## src/hw/asr_pkg.sv

```systemverilog
package asr_pkg;
   localparam int DIV_W = 16;
   localparam logic [DIV_W-1:0] DIV_RESET = 16'h0000;
   localparam int OVS_LOW = 64;
   localparam int OVS_HIGH = 16;
   localparam int OVS_W16_LOW = 16;
   localparam int OVS_W16_HIGH = 4;
   localparam int OVS_W = 8;
   localparam int DATA_W = 8;
   localparam int NINTH_BIT = 8;
   localparam int CNT_W = 4;
endpackage

```

## src/hw/asr_tick.sv

```systemverilog
`timescale 1ns/1ps
`default_nettype none
module asr_tick
   import asr_pkg::*;
#(
   parameter int W = DIV_W
) (
   input wire logic clk,
   input wire logic rst_b,
   input wire logic run,
   input wire logic [W-1:0] divisor,
   output logic tick
);
   typedef struct packed {
      logic [W-1:0] cnt;
      logic tick;
   } asr_tick_st_t;
   asr_tick_st_t s_reg, s_next;
   always_comb begin
      s_next = s_reg;
      s_next.tick = 1'b0;
      if (!run) begin
         s_next.cnt = divisor;
      end else if (s_reg.cnt == '0) begin
         s_next.cnt = divisor;
         s_next.tick = 1'b1;
      end else begin
         s_next.cnt = s_reg.cnt - 1'b1;
      end
   end
   always_ff @(posedge clk or negedge rst_b) begin
      if (!rst_b) begin
         s_reg <= '0;
      end else begin
         s_reg <= s_next;
      end
   end
   assign tick = s_reg.tick;
endmodule
`default_nettype wire

```

## src/hw/asr_rx.sv

```systemverilog
`timescale 1ns/1ps
`default_nettype none
// Functional notes
// Baud set by divider high/low pair plus speed and wide selects.
// Port inactive unless serial port enable is set.
// Clocked-mode select must be clear for asynchronous reception.
// Software clears the pin's analog select before receiving.
// Nine-bit enable adds a ninth data bit; otherwise eight bits.
// Characters sampled and assembled only while continuous receive enabled.
// Flag set whenever a completed character enters the buffer.
// Interrupt request is flag gated by receive interrupt enable.
// Status shows error flags and ninth bit of buffered character.
// Buffer read returns low eight data bits of oldest character.
// Clearing continuous receive enable clears the overrun flag.
// Address detection is used with nine-bit reception enabled.
// Address detect enable switches receiver into address mode.
// In address mode only ninth-bit-one characters are buffered.
// In address mode buffered ninth bit always reads one.
// Software compares addresses; hardware performs no matching.
// Clearing address detect lets every character into the buffer.
// Low start, LSB first data, optional ninth, high stop; low stop frames error.
// Completion with full buffer sets overrun and halts transfers until cleared.
module asr_rx
   import asr_pkg::*;
(
   input wire logic SYS_CLK,
   input wire logic RST_B,
   input wire logic RX_PIN,
   input wire logic [7:0] BAUD_DIVIDER_HIGH,
   input wire logic [7:0] BAUD_DIVIDER_LOW,
   input wire logic HIGH_SPEED_BAUD_SELECT,
   input wire logic WIDE_BAUD_DIVIDER_SELECT,
   input wire logic SERIAL_PORT_ENABLE,
   input wire logic CLOCKED_MODE_SELECT,
   input wire logic NINE_BIT_RECEIVE_ENABLE,
   input wire logic CONTINUOUS_RECEIVE_ENABLE,
   input wire logic ADDRESS_DETECT_ENABLE,
   input wire logic RECEIVE_INTERRUPT_ENABLE,
   input wire logic BUFFER_READ,
   output logic [DATA_W-1:0] RECEIVE_BUFFER,
   output logic NINTH_DATA_BIT,
   output logic FRAMING_ERROR,
   output logic OVERRUN_FLAG,
   output logic RECEIVE_INTERRUPT_FLAG,
   output logic RECEIVE_IRQ,
   output logic PORT_ACTIVE
);
   typedef enum logic [1:0] {
      ST_IDLE = 2'b00,
      ST_START = 2'b01,
      ST_DATA = 2'b10,
      ST_STOP = 2'b11
   } asr_state_t;
   typedef struct packed {
      logic rx_s1;
      logic rx_s2;
      asr_state_t state;
      logic [OVS_W-1:0] phase;
      logic [CNT_W-1:0] bit_cnt;
      logic [NINTH_BIT:0] receive_shift_register;
      logic [DATA_W-1:0] buf_data;
      logic buf_ninth;
      logic buf_ferr;
      logic full;
      logic overrun;
      logic irq;
      logic irq_out;
      logic active;
   } asr_st_t;
   asr_st_t s_reg, s_next;
   logic run;
   logic tick;
   logic [OVS_W-1:0] ovs;
   logic [CNT_W-1:0] nbits;
   logic accept;
   // Port owns pin only when enabled and asynchronous
   assign run = SERIAL_PORT_ENABLE && !CLOCKED_MODE_SELECT;

   asr_tick #(.W(DIV_W)) u_tick (
      .clk(SYS_CLK),
      .rst_b(RST_B),
      .run(run),
      .divisor({BAUD_DIVIDER_HIGH & {8{WIDE_BAUD_DIVIDER_SELECT}}, BAUD_DIVIDER_LOW}),
      .tick(tick)
   );
   // Divider ticks are subdivided into one bit time
   always_comb begin
      unique case ({WIDE_BAUD_DIVIDER_SELECT, HIGH_SPEED_BAUD_SELECT})
         2'b00: ovs = OVS_W'(OVS_LOW);
         2'b01: ovs = OVS_W'(OVS_HIGH);
         2'b10: ovs = OVS_W'(OVS_W16_LOW);
         2'b11: ovs = OVS_W'(OVS_W16_HIGH);
      endcase
   end
   assign nbits = NINE_BIT_RECEIVE_ENABLE ? CNT_W'(NINTH_BIT + 1) : CNT_W'(DATA_W);
   // Address mode keeps only frames whose ninth bit is set
   assign accept = !ADDRESS_DETECT_ENABLE ||
      (NINE_BIT_RECEIVE_ENABLE && s_reg.receive_shift_register[NINTH_BIT]);
   always_comb begin
      s_next = s_reg;
      s_next.rx_s1 = RX_PIN;
      s_next.rx_s2 = s_reg.rx_s1;
      s_next.active = run;
      if (BUFFER_READ && s_reg.full) begin
         s_next.full = 1'b0;
         s_next.irq = 1'b0;
      end
      if (!CONTINUOUS_RECEIVE_ENABLE) begin
         s_next.overrun = 1'b0;
      end
      if (!run || !CONTINUOUS_RECEIVE_ENABLE || s_reg.overrun) begin
         s_next.state = ST_IDLE;
         s_next.phase = '0;
      end else if (tick) begin
         s_next.phase = s_reg.phase + 1'b1;
         unique case (s_reg.state)
            ST_IDLE: begin
               s_next.phase = '0;
               if (!s_reg.rx_s2) begin
                  s_next.state = ST_START;
               end
            end
            ST_START: begin
               // Mid-bit check rejects glitches
               if (s_reg.phase == (ovs >> 1) - 1'b1) begin
                  s_next.phase = '0;
                  s_next.bit_cnt = '0;
                  s_next.state = s_reg.rx_s2 ? ST_IDLE : ST_DATA;
               end
            end
            ST_DATA: begin
               if (s_reg.phase == ovs - 1'b1) begin
                  s_next.phase = '0;
                  s_next.receive_shift_register =
                     {s_reg.rx_s2, s_reg.receive_shift_register[NINTH_BIT:1]};
                  s_next.bit_cnt = s_reg.bit_cnt + 1'b1;
                  if (s_reg.bit_cnt == nbits - 1'b1) begin
                     s_next.state = ST_STOP;
                  end
               end
            end
            ST_STOP: begin
               if (s_reg.phase == ovs - 1'b1) begin
                  s_next.state = ST_IDLE;
                  s_next.phase = '0;
                  // Eight-bit frames leave one shift short
                  if (accept) begin
                     if (s_next.full) begin
                        s_next.overrun = 1'b1;
                     end else begin
                        s_next.full = 1'b1;
                        s_next.irq = 1'b1;
                        s_next.buf_ferr = !s_reg.rx_s2;
                        if (NINE_BIT_RECEIVE_ENABLE) begin
                           s_next.buf_data = s_reg.receive_shift_register[DATA_W-1:0];
                           s_next.buf_ninth = s_reg.receive_shift_register[NINTH_BIT]
                                              || ADDRESS_DETECT_ENABLE;
                        end else begin
                           s_next.buf_data = s_reg.receive_shift_register[NINTH_BIT:1];
                           s_next.buf_ninth = 1'b0;
                        end
                     end
                  end
               end
            end
         endcase
      end
      // Request follows the flag in the same cycle; both are registered from the next state
      s_next.irq_out = s_next.irq && RECEIVE_INTERRUPT_ENABLE;
   end
   always_ff @(posedge SYS_CLK or negedge RST_B) begin
      if (!RST_B) begin
         s_reg <= '0;
         s_reg.rx_s1 <= 1'b1;
         s_reg.rx_s2 <= 1'b1;
      end else begin
         s_reg <= s_next;
      end
   end
   assign RECEIVE_BUFFER = s_reg.buf_data;
   assign NINTH_DATA_BIT = s_reg.buf_ninth;
   assign FRAMING_ERROR = s_reg.buf_ferr;
   assign OVERRUN_FLAG = s_reg.overrun;
   assign RECEIVE_INTERRUPT_FLAG = s_reg.irq;
   assign RECEIVE_IRQ = s_reg.irq_out;
   assign PORT_ACTIVE = s_reg.active;
endmodule
`default_nettype wire

```

## config.mk

```make
export PLATFORM = sky130hd
export DESIGN_NAME = asr_rx
export DESIGN_NICKNAME = d
export VERILOG_FILES = /design/src/hw/asr_pkg.sv /design/src/hw/asr_tick.sv /design/src/hw/asr_rx.sv
export SDC_FILE = /design/constraint.sdc
export NUM_CORES = 1
export LEC_CHECK = 0
export BUFFER_PORTS_ARGS = -buffer_cell sky130_fd_sc_hd__buf_2
export CORE_ASPECT_RATIO = 0.5
export CORE_MARGIN = 1.5
export CORE_UTILIZATION = 35
export DETAILED_ROUTE_END_ITERATION = 12
export HOLD_SLACK_MARGIN = 0.08
export PLACE_DENSITY = 0.58
export SYNTH_ARGS = -nofsm -noshare
export SYNTH_HDL_FRONTEND = slang
export SYNTH_SLANG_ARGS = --single-unit
export TNS_END_PERCENT = 10
```

## constraint.sdc

```tcl
create_clock -name SYS_CLK -period 2.1 [get_ports SYS_CLK]
set_clock_uncertainty 0.15 [all_clocks]
set_input_delay 0.105 -clock SYS_CLK [delete_from_list [all_inputs] [get_ports SYS_CLK]]
set_output_delay 0.105 -clock SYS_CLK [all_outputs]
set_load 0.01 [all_outputs]
```

=== Word-level counts from Yosys, hierarchy flattened ===
Cells that the tools add are included.

* Word-level logic and storage cells: 92
* Output and inout port bits: 14
* Input port bits: 28
* Bits in registers: 57

* Reduce and logical (&&, ||, !) cells: 23
* Eq/ne operators: 16
* Bitwise logic cells: 3
* Muxes and demuxes: 28
* Add/sub/neg operators: 6

{| class="wikitable"
|+ Operator list
! kind !! count
|-
| $pmux 10 s4 || 1
|-
| $mux 13 || 3
|-
| $mux 36 || 1
|-
| $mux 16 || 2
|-
| $pmux 8 s3 || 1
|-
| $mux 23 || 1
|-
| $mux 10 || 2
|-
| $mux 9 || 2
|-
| $eq 8x8->1 || 2
|-
| $logic_not 16->1 || 1
|-
| $sub 16x1->16 const B || 1
|-
| $ne 3x3->1 const B || 5
|-
| $mux 14 || 1
|-
| $reduce_and 6->1 || 2
|-
| $mux 11 || 1
|-
| $add 8x1->8 const B || 1
|-
| $and 8x8->8 || 1
|-
| $eq 2x2->1 const B || 4
|-
| $mux 1 || 8
|-
| $pmux 4 s2 || 1
|-
| $sub 7x1->8 const B || 1
|-
| $sub 8x1->8 const B || 1
|-
| $mux 2 || 3
|-
| $logic_not 1->1 || 5
|-
| 14 further kinds || 25
|}

=== Logic depth before layout (Yosys ltp) ===
* Depth in word-level cells: 10
* Gate-level depth with buffers: 8
* Mapped depth without buffers: 7

=== Modules after synthesis ===
A second synthesis with hierarchy kept.

* Cells, all modules: 332
* Area total of the unflattened synthesis: 3231.8 um^2

{| class="wikitable"
|+ Modules (own cells, without submodules)
! module !! cells an instance !! area each (um^2) !! seq. area each (um^2) !! times used
|-
| asr_rx || 235 || 2289.7 || 1003.5 || 1
|-
| asr_tick || 97 || 942.2 || 425.4 || 1
|}

=== Worst setup path after synthesis ===
OpenSTA, ideal clock, no wires.

* Kind: register -> register
* Start point: register s_reg[32] in the netlist's numbering
* End point: register s_reg, in the netlist RECEIVE_BUFFER[0]
* Cell stages (with the launch flop): 9
* Setup slack: -0.070 ns
* Arrival: 1.893 ns
* Path buffers: 2
* Setup time: 0.127 ns
* Period minus slack after synthesis: 2.170 ns
* Data required time: 1.823 ns
* Path through: dfrtp_1 -> buf_2 -> a211oi_2 -> o221a_2 -> o211a_4 -> nand2_2 -> nor3b_4 -> buf_6 -> mux2_1

* Longest elaborated chain between the ends: 2

{| class="wikitable"
|+ Ends and longest elaborated chain
! element !! line !! source
|-
| from (decl) || asr_rx.sv:70 || <nowiki>asr_st_t s_reg, s_next;</nowiki>
|-
| from (signal assigned) || asr_rx.sv:177 || <nowiki>s_reg <= s_next;</nowiki>
|-
| $eq 8x8->1 || asr_rx.sv:143 || <nowiki>if (s_reg.phase == ovs - 1'b1) begin</nowiki>
|-
| $reduce_and 6->1 (no line) || - ||
|}

No other way between the ends.
A chain may end at the register's enable or synchronous reset.

==> results.toml <==
[layout]
fillers = 738
final_util_pct = 50.64
syn_to_final_growth_pct = 39.58
final_cells = 517
final_cell_area_sq_um = 4425
nets = 432
largest_reg_flops = 25
drive_above_1_share_pct = 37.25
antenna_cells = 0

[pwr]
p_leak_nw = 2.041
power_per_cell_area_nw_per_um2 = 681.1
ir_worst_vdd_v = 0.0003311

[timing]
worstMarginPinSlew_ns = 0.5843
hold_violations = 0
setup_viol = 11
layout_setup_ws_ns = -0.06618
fin_crit_ns = 2.166
tns_ns = -0.1973
period_share_pct = 103.2
whs_ns = 0.1158
rsz0062_at_grt = "true"
slew_headroom_pct = 61.05
maxSlewViolCount = 0
timing.fmax_ghz = 0.4616

[logic_synthesis]
syn-num-nets = 342
ys_warn_count = 0
seq_area_frac_synth_pct = 45.07
yosys.cell_types.count = 59
synth-simple-area-share_pct = 17.01
syn_avg_cell_area_sq_um = 10.40
synth-edff-count = 0
synth_top_family_by_area = "simple AND/OR/NAND/NOR gates"
synth-adder-area-share_pct = 3.907
syn_area_sq_um = 3171
synth_top_flop_cell = "dfrtp_1"
syn_inst = 305
muxShareOfSynthArea_pct = 11.44
ys_ff_latch = 57
synth_xor_area_share_pct = 3.315
synthArstFlopShare_pct = 100.0
synth_compound_area_share_pct = 13.26

[setup_path]
setup.worst_path.class = "flop to flop"
path_max_fanout = 10
cp-start-kind = "flop"
crit_arrival_ns = 2.23
worst_ep_required_time_ns = 2.16
cp-end-kind = "flop"

[clocking]
numCtsBuffers = 9
htree_levels = 3
max-clock-path-buffers = 2
clock-sinks = 57
root_buffer = "clkbuf_16"
clk_pin_slew_worst_paths_ns = 0.05
cts_tree = "yes"
insertion_delay_ns = 0.32

[routing]
antenna_left = 0
drc_errors = 0
vias = 2583
drt-initial-drc-count = 92
dr.pass1.iters = 4
post_drt_via_cell_ratio = 4.996
routed_wl_mm = 7.317
wl_per_cell_microns = 14.15

[floorplanning]
core_sq_um = 8738
die_h_microns = 70.30
die-area_sq_um = 9673
start_util_pct = 36.28
core.rowCount = 24
io_pins = 42
die_x_microns = 137.6

[global_route]
antenna_found_initial = 0
gr-total-overflow = 0
grt_pass1_wl_mm = 12.80
grt_pass1_vias = 2743
grt_max_degree = 34
grt_usage_pct = 16.87

[place]
dp.final_hpwl_mm = 5.045
finalWeightedCongestion = 0.8053
place_area_sq_um = 3632
place_inst = 470
port_buffers = 41

[outcome]
run_status = "complete, but fails checks"
violations = "negative setup slack"

[job]
drv_cap = 0

[min_path]
hp-class = "input pin to flop"
==> final timing paths <==
| kind | from | endpoint | slack (ns) | depth (start not counted) |
|---|---|---|---|---|
| setup / recovery | u_tick.s_reg[8]$_DFF_PN0_ | u_tick.s_reg[5]$_DFF_PN0_ | -0.07 | 8 |
| hold / removal | WIDE_BAUD_DIVIDER_SELECT | u_tick.s_reg[13]$_DFF_PN0_ | 0.12 | 4 |
| setup reg to reg | u_tick.s_reg[8]$_DFF_PN0_ | u_tick.s_reg[5]$_DFF_PN0_ | -0.07 | 8 |
| hold reg to reg | s_next[38]$_DFF_PN1_ | s_reg[38]$_DFF_PN1_ | 0.21 | 0 |
| max in group asynchronous | RST_B | s_next[38]$_DFF_PN1_ | 0.99 | 3 |
| min in group asynchronous | RST_B | RECEIVE_BUFFER[0]$_DFFE_PN0P_ | 0.17 | 2 |
==> stage by stage <==
stage          total power (W)  setup WS [ns]
6_report              0.003014       -0.06618
3_3_place_gp          0.001363       -0.03709
5_1_grt               0.003133        -0.1488
4_1_cts               0.003028       -0.08129
3_5_place_dp          0.001370        -0.1012
2_1_floorplan         0.001266       -0.04517
==> layout by cell type (no fill, tap or decap), types with 7 or more instances in the layout <==
| cell type | n |
|---|---|
| a31oi_1 | 13 |
| xnor2_1 | 9 |
| nor2_1 | 15 |
| buf_4 | 27 |
| buf_2 | 42 |
| mux2_2 | 12 |
| dlygate4sd3_1 | 24 |
| clkbuf_16 | 9 |
| o21ai_0 | 14 |
| mux2_4 | 8 |
| nand3_1 | 10 |
| ha_1 | 9 |
| inv_1 | 12 |
| mux2i_1 | 7 |
| dfrtp_1 | 53 |
| nand2_1 | 25 |
==> logic make-up (layout without fill, tap and decap cells) <==
logic type	Yosys count	after routing
AND/OR/NAND/NOR	100	100
AO/OA/AOI/OAI	59	59
flip-flops	57	57
buffers and inverters	34	129
multiplexers	33	33
XOR/XNOR	12	12
adder cells (fa/ha/maj)	10	10
==> power breakdown <==
part | internal (W) | leakage (nW) | switching (W)
logic | 0.000134 | 1.13 | 0.000127
clock network | 0.00110 | 0.162 | 0.000496
registers | 0.00113 | 0.750 | 0.0000293
total | 0.00236 | 2.04 | 0.000653
==> synth_stat cells (3+ instances only) <==
cell type  number  area share [%]
dfrtp_1        55              43
a21oi_1         6            0.95
mux2i_1         7             2.2
nor2b_1         3            0.59
xnor2_1         9             2.5
mux2_1         12             4.3
nand4b_1        3            0.83
inv_1          12             1.4
mux2_2         14             5.0
a31oi_1        13             2.6
o21ai_0        18             2.8
buf_4           9             2.1
nand3_1        16             2.5
nor3_1          6            0.95
clkbuf_1        4            0.47
xor2_1          3            0.83
ha_1            9             3.6
nand2b_1        3            0.59
buf_2           4            0.63
nor4_1          4            0.79
and3_1          6             1.2
nand2_1        26             3.1
buf_6           3             1.1
nor2_1         16             1.9
==> critical path, stage by stage (launching register included) <==
cell and delay [ns]:
dfrtp_1 0.38, or4_4 0.57, nor3_4 0.17, buf_4 0.14, nand4_1 0.14, nand2_4 0.18, buf_12 0.13, a21oi_2 0.03
a21o_1 0.16
==> cell type report <==
cell class                 instances  area, sq um  area share [%]
clock inverter                     5        77.57           1.753
inverter                          12        45.04           1.018
timing repair buffer             101        770.7           17.42
clock buffer                      11        252.7           5.711
tap                              117        146.4           3.308
multi-input combinational        214         1702           38.45
sequential                        57         1431           32.34
==> per-layer routing <==
| metal | vias to the layer above | GRT usage, % | routed length, microns |
|---|---|---|---|
| met5 | - | 0 | 0 |
| met1 | 1245 | 21.22 | 3468 |
| met2 | 59 | 28.44 | 3503 |
| li1 | 1269 | - | - |
| met3 | 10 | 4.357 | 262 |
| met4 | 0 | 5.029 | 83 |
==> what timing repair did <==
item / in CTS / in global routing
endpoints found under the setup margin: 31 / 48
resized for setup: 32 / 14
setup buffers: 4 / 0
endpoints found under the hold margin: 79 / 0
gates cloned: 1 / 1
pin swaps: 9 / 7
hold buffers: 25 / 0
Power figures use the tool's default switching activity.
